`src/hdl/dtc_pkg.sv`:
```
// Constants and types shared by the dual timer/counter block.
package dtc_pkg;

   ////////////////////////////////////////////////////////////////////////////
   // Register addresses on the special function register port.
   localparam logic [7:0] ADDR_RUN_IRQ_FLAGS = 8'h88;
   localparam logic [7:0] ADDR_MODE_SELECT = 8'h89;
   localparam logic [7:0] ADDR_A_COUNT_LOW = 8'h8a;
   localparam logic [7:0] ADDR_B_COUNT_LOW = 8'h8b;
   localparam logic [7:0] ADDR_A_COUNT_HIGH = 8'h8c;
   localparam logic [7:0] ADDR_B_COUNT_HIGH = 8'h8d;
   localparam logic [7:0] ADDR_CLOCK_DIV_SEL = 8'h8e;

   ////////////////////////////////////////////////////////////////////////////
   // Reset values and the answer to an address this block does not hold.
   localparam logic [7:0] RST_RUN_IRQ_FLAGS = 8'h00;
   localparam logic [7:0] RST_MODE_SELECT = 8'h00;
   localparam logic [7:0] RST_COUNT = 8'h00;
   localparam logic [7:0] RST_CLOCK_DIV_SEL = 8'h01;
   localparam logic [7:0] UNMAPPED_READ = 8'hff;

   ////////////////////////////////////////////////////////////////////////////
   // Field positions in the clock divider select register.
   localparam int FAST_CLOCK_A_POS = 3;
   localparam int FAST_CLOCK_B_POS = 4;

   ////////////////////////////////////////////////////////////////////////////
   // Timing counts in oscillator cycles, and the divider and prescaler widths in bits.
   localparam int DIV_SLOW = 12;
   localparam int DIV_FAST = 4;
   localparam int DIV_CNT_W = 4;
   localparam int PRESCALE_W = 5;

   ////////////////////////////////////////////////////////////////////////////
   // Synchroniser lane order.
   localparam int LANE_COUNT_A = 0;
   localparam int LANE_COUNT_B = 1;
   localparam int LANE_IRQ_A = 2;
   localparam int LANE_IRQ_B = 3;
   localparam int LANES = 4;

   typedef enum logic [1:0] {
      MODE_PRESCALED = 2'b00,
      MODE_CHAINED = 2'b01,
      MODE_RELOAD = 2'b10,
      MODE_SPLIT = 2'b11
   } dtc_mode_e;

   typedef struct packed {
      logic gate;
      logic counter_sel;
      dtc_mode_e mode;
   } dtc_tmr_ctl_s;

   typedef struct packed {
      dtc_tmr_ctl_s b;
      dtc_tmr_ctl_s a;
   } dtc_mode_sel_s;

   typedef struct packed {
      logic timer_b_overflow_flag;
      logic timer_b_run;
      logic timer_a_overflow_flag;
      logic timer_a_run;
      logic pin_b_irq_flag;
      logic pin_b_trigger_type;
      logic pin_a_irq_flag;
      logic pin_a_trigger_type;
   } dtc_flags_s;

   typedef struct packed {
      logic [7:0] high;
      logic [7:0] low;
      logic ovf;
   } dtc_step_s;

endpackage : dtc_pkg

```
`src/hdl/dtc_pin_sync.sv`:
```
// Three-stage pin synchroniser with agreement filter and falling edge pulse.
`timescale 1ns/100ps
`default_nettype none
module dtc_pin_sync #(
   parameter int WIDTH = 4
) (
   input wire logic clk_i,
   input wire logic srst_i,
   input wire logic hold_i,
   input wire logic [WIDTH-1:0] pins_i,
   output logic [WIDTH-1:0] level_o,
   output logic [WIDTH-1:0] fall_o
);
   logic [WIDTH-1:0] s1_q;
   logic [WIDTH-1:0] s2_q;
   logic [WIDTH-1:0] s3_q;
   logic [WIDTH-1:0] lvl_q;
   logic [WIDTH-1:0] lvl_d;
   logic [WIDTH-1:0] fall_q;
   logic [WIDTH-1:0] fall_d;

   // A lane changes only once stages two and three agree; each fall gives one pulse unless hold_i is set.
   always_comb begin
      lvl_d = lvl_q;
      fall_d = '0;
      for (int i = 0; i < WIDTH; i++) begin
         if (s2_q[i] == s3_q[i]) begin
            lvl_d[i] = s3_q[i];
         end
         fall_d[i] = lvl_q[i] & ~lvl_d[i] & ~hold_i;
      end
   end

   always_ff @(posedge clk_i) begin
      if (srst_i) begin
         s1_q <= '1;
         s2_q <= '1;
         s3_q <= '1;
         lvl_q <= '1;
         fall_q <= '0;
      end else begin
         s1_q <= pins_i;
         s2_q <= s1_q;
         s3_q <= s2_q;
         lvl_q <= lvl_d;
         fall_q <= fall_d;
      end
   end

   assign level_o = lvl_q;
   assign fall_o = fall_q;
endmodule : dtc_pin_sync
`default_nettype wire

```
`src/hdl/dtc_top.sv`:
```
// Dual timer/counter with external interrupt pin flags behind the register port.
//
// Contract
// - Timer B overflow sets its flag; vectoring or software clears it.
// - Timer A overflow sets its flag; vectoring or software clears it.
// - Run bit set lets the timer count; clear holds the count.
// - Pin B flag sets on edge or level; edge clears on vector, level follows.
// - Pin A flag sets on edge or level; edge clears on vector, level follows.
// - Trigger type bit set selects falling edge, clear selects low level.
// - Gate bit set also requires the interrupt pin high to count.
// - Counter select clear counts divided clock; set counts count pin falls.
// - Mode 00 is an 8-bit counter behind a 5-bit prescaler.
// - Mode 01 chains high and low bytes into one 16-bit counter.
// - Mode 10 counts low byte and reloads it from high byte on overflow.
// - Timer A mode 11 splits bytes; high byte uses timer B run and flag.
// - Timer B mode 11 stops timer B and holds its count.
// - Fast clock bit set divides oscillator by 4, clear divides by 12.
// - Timer A low and high bytes read and write at their own addresses.
// - Timer B low and high bytes read and write at their own addresses.
// - Idle leaves timer and interrupt logic clocked and counting.
// - Full stop freezes both timers and all hardware flag updates; acknowledges and software writes still act.
`timescale 1ns/100ps
`default_nettype none
module dtc_top #(
   parameter int DIV_SLOW_P = dtc_pkg::DIV_SLOW,
   parameter int DIV_FAST_P = dtc_pkg::DIV_FAST
) (
   input wire logic REF_CLK_I,
   input wire logic SRST_I,
   input wire logic [7:0] SFR_ADDR_I,
   input wire logic SFR_WR_I,
   input wire logic SFR_RD_I,
   input wire logic [7:0] SFR_WDATA_I,
   output logic [7:0] SFR_RDATA_O,
   input wire logic COUNT_PIN_A_I,
   input wire logic COUNT_PIN_B_I,
   input wire logic EXT_IRQ_PIN_A_I,
   input wire logic EXT_IRQ_PIN_B_I,
   input wire logic ACK_TIMER_A_I,
   input wire logic ACK_TIMER_B_I,
   input wire logic ACK_PIN_A_I,
   input wire logic ACK_PIN_B_I,
   input wire logic FULL_STOP_REQUEST_I,
   output logic TIMER_A_OVERFLOW_FLAG_O,
   output logic TIMER_B_OVERFLOW_FLAG_O,
   output logic PIN_A_IRQ_FLAG_O,
   output logic PIN_B_IRQ_FLAG_O
);
   import dtc_pkg::*;

   ////////////////////////////////////////////////////////////////////////////
   // Functions.

   // Count enable for one timer from its controls, gate pin and clock choice.
   function automatic logic src_tick(input dtc_tmr_ctl_s ctl, input logic run_bit,
                                     input logic gate_lvl, input logic pin_fall,
                                     input logic fast, input logic t_fast,
                                     input logic t_slow);
      logic clk_tick;
      clk_tick = fast ? t_fast : t_slow;
      return run_bit & (~ctl.gate | gate_lvl) & (ctl.counter_sel ? pin_fall : clk_tick);
   endfunction : src_tick

   // One increment of a timer in the given mode, with the wrap flag.
   function automatic dtc_step_s count_step(input dtc_mode_e mode, input logic [7:0] high,
                                            input logic [7:0] low);
      dtc_step_s r;
      logic [12:0] v13;
      logic [15:0] v16;
      r.high = high;
      r.low = low;
      r.ovf = 1'b0;
      v13 = {high, low[PRESCALE_W-1:0]} + 13'h0001;
      v16 = {high, low} + 16'h0001;
      case (mode)
         MODE_PRESCALED: begin
            r.high = v13[12:PRESCALE_W];
            r.low = {low[7:PRESCALE_W], v13[PRESCALE_W-1:0]};
            r.ovf = &{high, low[PRESCALE_W-1:0]};
         end
         MODE_CHAINED: begin
            r.high = v16[15:8];
            r.low = v16[7:0];
            r.ovf = &{high, low};
         end
         MODE_RELOAD: begin
            r.ovf = &low;
            r.low = r.ovf ? high : low + 8'h01;
         end
         default: begin
            r.ovf = &low;
            r.low = low + 8'h01;
         end
      endcase
      return r;
   endfunction : count_step

   ////////////////////////////////////////////////////////////////////////////
   // Pin synchronisers.

   logic run_ok;
   logic [LANES-1:0] pin_lvl;
   logic [LANES-1:0] pin_fall;

   // Idle does not reach this block at all; only the full stop request freezes it.
   assign run_ok = ~FULL_STOP_REQUEST_I;

   dtc_pin_sync #(
      .WIDTH(LANES)
   ) u_pin_sync (
      .clk_i(REF_CLK_I),
      .srst_i(SRST_I),
      .hold_i(FULL_STOP_REQUEST_I),
      .pins_i({EXT_IRQ_PIN_B_I, EXT_IRQ_PIN_A_I, COUNT_PIN_B_I, COUNT_PIN_A_I}),
      .level_o(pin_lvl),
      .fall_o(pin_fall)
   );

   ////////////////////////////////////////////////////////////////////////////
   // Oscillator divider giving divide-by-4 and divide-by-12 enables.

   logic [DIV_CNT_W-1:0] div_q;
   logic [DIV_CNT_W-1:0] div_d;
   logic tick_fast;
   logic tick_slow;

   always_comb begin
      div_d = div_q;
      tick_slow = run_ok & (div_q == DIV_CNT_W'(DIV_SLOW_P - 1));
      tick_fast = run_ok & (div_q[1:0] == 2'(DIV_FAST_P - 1));
      if (run_ok) begin
         div_d = tick_slow ? '0 : div_q + DIV_CNT_W'(1);
      end
   end

   always_ff @(posedge REF_CLK_I) begin
      if (SRST_I) begin
         div_q <= '0;
      end else begin
         div_q <= div_d;
      end
   end

   ////////////////////////////////////////////////////////////////////////////
   // Timers, flags and register port.

   dtc_flags_s fr_q;
   dtc_flags_s fr_d;
   dtc_mode_sel_s md_q;
   dtc_mode_sel_s md_d;
   logic [7:0] ck_q;
   logic [7:0] ck_d;
   logic [7:0] a_lo_q;
   logic [7:0] a_lo_d;
   logic [7:0] a_hi_q;
   logic [7:0] a_hi_d;
   logic [7:0] b_lo_q;
   logic [7:0] b_lo_d;
   logic [7:0] b_hi_q;
   logic [7:0] b_hi_d;
   logic [7:0] rd_q;
   logic [7:0] rd_d;
   dtc_step_s step_a;
   dtc_step_s step_b;
   logic tick_a;
   logic tick_b;
   logic tick_ah;
   logic a_split;

   always_comb begin
      fr_d = fr_q;
      md_d = md_q;
      ck_d = ck_q;
      a_lo_d = a_lo_q;
      a_hi_d = a_hi_q;
      b_lo_d = b_lo_q;
      b_hi_d = b_hi_q;
      rd_d = rd_q;
      a_split = (md_q.a.mode == MODE_SPLIT);
      step_a = count_step(md_q.a.mode, a_hi_q, a_lo_q);
      step_b = count_step(md_q.b.mode, b_hi_q, b_lo_q);
      tick_a = run_ok & src_tick(md_q.a, fr_q.timer_a_run, pin_lvl[LANE_IRQ_A],
                                 pin_fall[LANE_COUNT_A], ck_q[FAST_CLOCK_A_POS],
                                 tick_fast, tick_slow);
      tick_b = run_ok & (md_q.b.mode != MODE_SPLIT) &
               src_tick(md_q.b, fr_q.timer_b_run, pin_lvl[LANE_IRQ_B],
                        pin_fall[LANE_COUNT_B], ck_q[FAST_CLOCK_B_POS],
                        tick_fast, tick_slow);
      // The split high byte is a plain timer on timer B's run bit and clock choice.
      tick_ah = run_ok & a_split & fr_q.timer_b_run &
                (ck_q[FAST_CLOCK_B_POS] ? tick_fast : tick_slow);

      if (tick_a) begin
         a_lo_d = step_a.low;
         if (!a_split) begin
            a_hi_d = step_a.high;
         end
      end
      if (tick_ah) begin
         a_hi_d = a_hi_q + 8'h01;
      end
      if (tick_b) begin
         b_lo_d = step_b.low;
         b_hi_d = step_b.high;
      end

      // Software writes win over counting for the byte written.
      if (SFR_WR_I) begin
         case (SFR_ADDR_I)
            ADDR_RUN_IRQ_FLAGS: fr_d = dtc_flags_s'(SFR_WDATA_I);
            ADDR_MODE_SELECT: md_d = dtc_mode_sel_s'(SFR_WDATA_I);
            ADDR_A_COUNT_LOW: a_lo_d = SFR_WDATA_I;
            ADDR_A_COUNT_HIGH: a_hi_d = SFR_WDATA_I;
            ADDR_B_COUNT_LOW: b_lo_d = SFR_WDATA_I;
            ADDR_B_COUNT_HIGH: b_hi_d = SFR_WDATA_I;
            ADDR_CLOCK_DIV_SEL: ck_d = SFR_WDATA_I;
            default: begin
            end
         endcase
      end

      // Vector acknowledges clear; pin flags clear only in edge mode.
      if (ACK_TIMER_A_I) begin
         fr_d.timer_a_overflow_flag = 1'b0;
      end
      if (ACK_TIMER_B_I) begin
         fr_d.timer_b_overflow_flag = 1'b0;
      end
      if (ACK_PIN_A_I && fr_q.pin_a_trigger_type) begin
         fr_d.pin_a_irq_flag = 1'b0;
      end
      if (ACK_PIN_B_I && fr_q.pin_b_trigger_type) begin
         fr_d.pin_b_irq_flag = 1'b0;
      end

      // Hardware sets come last so a set beats any clear in the same cycle.
      if (tick_a && step_a.ovf) begin
         fr_d.timer_a_overflow_flag = 1'b1;
      end
      if ((tick_b && step_b.ovf) || (tick_ah && (&a_hi_q))) begin
         fr_d.timer_b_overflow_flag = 1'b1;
      end
      if (run_ok) begin
         if (fr_q.pin_a_trigger_type) begin
            if (pin_fall[LANE_IRQ_A]) begin
               fr_d.pin_a_irq_flag = 1'b1;
            end
         end else begin
            fr_d.pin_a_irq_flag = ~pin_lvl[LANE_IRQ_A];
         end
         if (fr_q.pin_b_trigger_type) begin
            if (pin_fall[LANE_IRQ_B]) begin
               fr_d.pin_b_irq_flag = 1'b1;
            end
         end else begin
            fr_d.pin_b_irq_flag = ~pin_lvl[LANE_IRQ_B];
         end
      end

      // Read data is captured on the read strobe and held until the next one.
      if (SFR_RD_I) begin
         case (SFR_ADDR_I)
            ADDR_RUN_IRQ_FLAGS: rd_d = fr_q;
            ADDR_MODE_SELECT: rd_d = md_q;
            ADDR_A_COUNT_LOW: rd_d = a_lo_q;
            ADDR_A_COUNT_HIGH: rd_d = a_hi_q;
            ADDR_B_COUNT_LOW: rd_d = b_lo_q;
            ADDR_B_COUNT_HIGH: rd_d = b_hi_q;
            ADDR_CLOCK_DIV_SEL: rd_d = ck_q;
            default: rd_d = UNMAPPED_READ;
         endcase
      end
   end

   always_ff @(posedge REF_CLK_I) begin
      if (SRST_I) begin
         fr_q <= dtc_flags_s'(RST_RUN_IRQ_FLAGS);
         md_q <= dtc_mode_sel_s'(RST_MODE_SELECT);
         ck_q <= RST_CLOCK_DIV_SEL;
         a_lo_q <= RST_COUNT;
         a_hi_q <= RST_COUNT;
         b_lo_q <= RST_COUNT;
         b_hi_q <= RST_COUNT;
         rd_q <= RST_COUNT;
      end else begin
         fr_q <= fr_d;
         md_q <= md_d;
         ck_q <= ck_d;
         a_lo_q <= a_lo_d;
         a_hi_q <= a_hi_d;
         b_lo_q <= b_lo_d;
         b_hi_q <= b_hi_d;
         rd_q <= rd_d;
      end
   end

   ////////////////////////////////////////////////////////////////////////////
   // Outputs.

   assign SFR_RDATA_O = rd_q;
   assign TIMER_A_OVERFLOW_FLAG_O = fr_q.timer_a_overflow_flag;
   assign TIMER_B_OVERFLOW_FLAG_O = fr_q.timer_b_overflow_flag;
   assign PIN_A_IRQ_FLAG_O = fr_q.pin_a_irq_flag;
   assign PIN_B_IRQ_FLAG_O = fr_q.pin_b_irq_flag;

endmodule : dtc_top
`default_nettype wire

```
`config.mk`:
```
export PLATFORM = sky130hd
export DESIGN_NAME = dtc_top
export DESIGN_NICKNAME = d
export VERILOG_FILES = /design/src/hdl/dtc_pkg.sv /design/src/hdl/dtc_pin_sync.sv /design/src/hdl/dtc_top.sv
export SDC_FILE = /design/constraint.sdc
export NUM_CORES = 1
export LEC_CHECK = 0
export BUFFER_PORTS_ARGS = -buffer_cell sky130_fd_sc_hd__clkbuf_2
export CAP_MARGIN = 40
export CORE_MARGIN = 3
export CORE_UTILIZATION = 45
export DETAILED_ROUTE_END_ITERATION = 8
export GPL_TIMING_DRIVEN = 0
export MAX_ROUTING_LAYER = met4
export SYNTH_ARGS = -nofsm -noshare
export SYNTH_HDL_FRONTEND = slang
export SYNTH_SLANG_ARGS = --single-unit
```
`constraint.sdc`:
```
create_clock -name REF_CLK_I -period 4.5 [get_ports REF_CLK_I]
set_input_delay 0.225 -clock REF_CLK_I [delete_from_list [all_inputs] [get_ports REF_CLK_I]]
set_output_delay 0.225 -clock REF_CLK_I [all_outputs]
set_load 0.005 [all_outputs]
```
==> results.json <==
{
  "grt_pass1_vias": 4578,
  "cts.clk_slew.worst_paths_ns": 0.10,
  "rows": 37,
  "post-route-period-util": 0.519,
  "synth.distinct_cells": 68,
  "dr.pass1.iters": 6,
  "wire_per_inst_microns": 21.3,
  "grt_pass1_wl_mm": 26.3,
  "viasPerCell": 6.08,
  "vias": 4794,
  "worst_pin_slew_ns": 0.804,
  "die_h_microns": 111,
  "power_switching_mw": 0.387,
  "critPathKind": "flop to flop",
  "synthArstFlopShare": 0,
  "die_w_microns": 111,
  "netlist_instances": 602,
  "cts_max_path_buffers": 2,
  "htreeDepth": 3,
  "drt_iter0_markers": 575,
  "required_ns": 4.75,
  "final_common_cell": "nor2_1",
  "max_slew_margin": 0.464,
  "grtUsageTotal": 0.283,
  "synth-main-ff-cell": "dfxtp_1",
  "power_frac_comb": 0.070,
  "p_sw_frac": 0.246,
  "antenna_cells": 0,
  "clkLatencyLatePin_ns": 0.38,
  "crit_path_start": "b_lo_q[0]",
  "synth_edf_count": 0,
  "die-area_sq_mm": 0.0123,
  "initial_core_util": 0.472,
  "power.density_mw_per_mm2": 284,
  "io_pins": 41,
  "coreArea_sq_mm": 0.0105,
  "drv.max_cap_violation_count": 0,
  "fmax_ghz": 0.428,
  "finalCriticalPeriod_ns": 2.34,
  "grt_overflow_total": 0,
  "cts_buffers": 9,
  "critPathLaunchType": "flop",
  "finalSetupViolCount": 0,
  "layout_common_cells": "nor2_1 (92), dfxtp_1 (88), clkbuf_2 (35), nand2_1 (34), mux2i_1 (34)",
  "holdCritPathClass": "primary input to flop",
  "yosysWarningCount": 0,
  "fin_nets": 681,
  "endpoint_kind": "flop",
  "drtAntennaViolNets": 0,
  "min_from": "COUNT_PIN_B_I",
  "syn_nets": 635,
  "tns_ns": 0,
  "grt_max_degree": 15,
  "postCtsSetupBuffers": 0,
  "synth_seq_area_share": 0.355,
  "ctsHoldBuffers": 0,
  "cts_tree": "yes",
  "p_clk_frac": 0.423,
  "antenna_found_initial": 0,
  "area_delta_synth_final_pct": 11.8,
  "regToRegStartpoint": "b_lo_q[0]",
  "worst-path-max-fanout": 8,
  "placed_cells": 773,
  "synth_area_per_cell_sq_um": 8.23,
  "drcViolationCount": 0,
  "drt-total-wl_mm": 16.8,
  "status": "complete, no violations",
  "ys_seq_elements": 88,
  "synthesis.area_sq_mm": 0.00496,
  "seq_power_share": 0.507,
  "intPower_mw": 1.19,
  "drive_gt1_frac": 0.145,
  "final_cells": 789,
  "ctsResizeCount": 0,
  "hpwlAfterDp_mm": 12.3,
  "port-buffer-count": 35,
  "place_congestion": 0.919,
  "cts.sinks": 88,
  "skew_ns": 0.0132,
  "cts-root-buf": "clkbuf_8",
  "p_leak_nw": 2.09,
  "grt_setup_unrepaired": "false",
  "peakVddDrop_uv": 227,
  "hold_viol": 0,
  "crit_arrival_ns": 2.59,
  "drv_slew": 0
}
flip-flops by register name (all words and copies together), names as in the netlist, 4 cells and up:
signal              flops
u_pin_sync.level_o      4
fr_q                    4
md_q                    8
u_pin_sync.fall_o       4
a_lo_q                  8
b_hi_q                  8
u_pin_sync.s3_q         4
u_pin_sync.s1_q         4
b_lo_q                  8
u_pin_sync.s2_q         4
ck_q                    8
div_q                   4
a_hi_q                  8
SFR_RDATA_O             8
kinds of logic (layout without fill, tap and decap cells):
group,count (synthesis),in the layout,synth area share
and+or+nand+nor,258,258,0.269
xor gates and xnor gates,15,15,0.0265
DFF,88,88,0.355
adders and majority gates,4,4,0.0101
AOI/OAI and AO/OA,141,141,0.199
buffers and inverters,51,102,0.0409
muxes,45,45,0.0982
worst max-delay path, stage by stage (launching register included):
cell and delay, ns:
dfxtp_1 0.46, ha_1 0.26, nand4_1 0.29, nor4b_4 0.61, mux2i_1 0.27, nand2_1 0.08
a31oi_1 0.18, nor2_1 0.05
path summary, 6_finish.rpt:
path	endpoint	slack [ns]	cells past startpoint
worst max-delay path	b_lo_q[1]	2.16	7
worst min-delay path	u_pin_sync.s1_q[1]	0.03	2
worst max register to register	b_lo_q[1]	2.16	7
worst min register to register	u_pin_sync.s2_q[1]	0.42	1
stage by stage:
stage / hold WS, ns / instance area [sq um] / total power, mW / setup WS (ns) / util
after floorplan: 0.329 / 4960 / 0.871 / 2.55 / -
after global placement: 0.391 / 5300 / 0.925 / 1.94 / 0.504
after detailed placement: 0.393 / 5300 / 0.926 / 1.99 / 0.504
after CTS: 0.0239 / 5540 / 1.58 / 2.21 / 0.527
after global routing: 0.0325 / 5540 / 1.63 / 1.92 / 0.527
final: 0.0314 / 5540 / 1.58 / 2.16 / 0.527
power groups by stage:
| stage | Combinational (mW) | Sequential, mW | Clock, mW |
|---|---|---|---|
| global route | 0.118 | 0.801 | 0.706 |
| finish | 0.110 | 0.799 | 0.666 |
| detailed placement | 0.108 | 0.817 | 0 |
| global placement | 0.108 | 0.817 | 0 |
| CTS | 0.109 | 0.799 | 0.667 |
| floorplan | 0.0552 | 0.816 | 0 |
cell type report:
type | count | area [sq um]
buffer | 37 | 150
clock buffer | 12 | 165
clock inverter | 4 | 73.8
fill | 1035 | 4970
inverter | 14 | 52.6
multi-input combinational | 463 | 2990
sequential | 88 | 1760
tap | 136 | 170
timing repair buffer | 35 | 175
synth_stat cells (all sizes together), types with 6 or more instances:
library cell	number	area share
nor2	93	0.071
dfxtp	88	0.36
mux2i	34	0.069
nand2	34	0.026
a21oi	33	0.033
clkbuf	27	0.020
a211oi	23	0.035
nand3	21	0.024
nand4	19	0.024
nor3	19	0.021
o21ai	18	0.018
or2	15	0.019
inv	14	0.011
a31oi	11	0.014
buf	10	0.0098
xnor2	10	0.018
mux2	9	0.020
nor2b	9	0.011
nor3b	8	0.012
o21bai	8	0.012
and3	7	0.0088
and2	6	0.0076
layer usage:
metal	part of all wire	routed length [microns]	GRT usage	vias to the layer above
li1	-	-	-	2298
met1	0.47	7950	0.404	2282
met2	0.44	7360	0.423	196
met3	0.072	1210	0.0398	18
met4	0.016	272	0.0690	0
met5	0	0	-	-
Power figures use the tool's default switching activity.
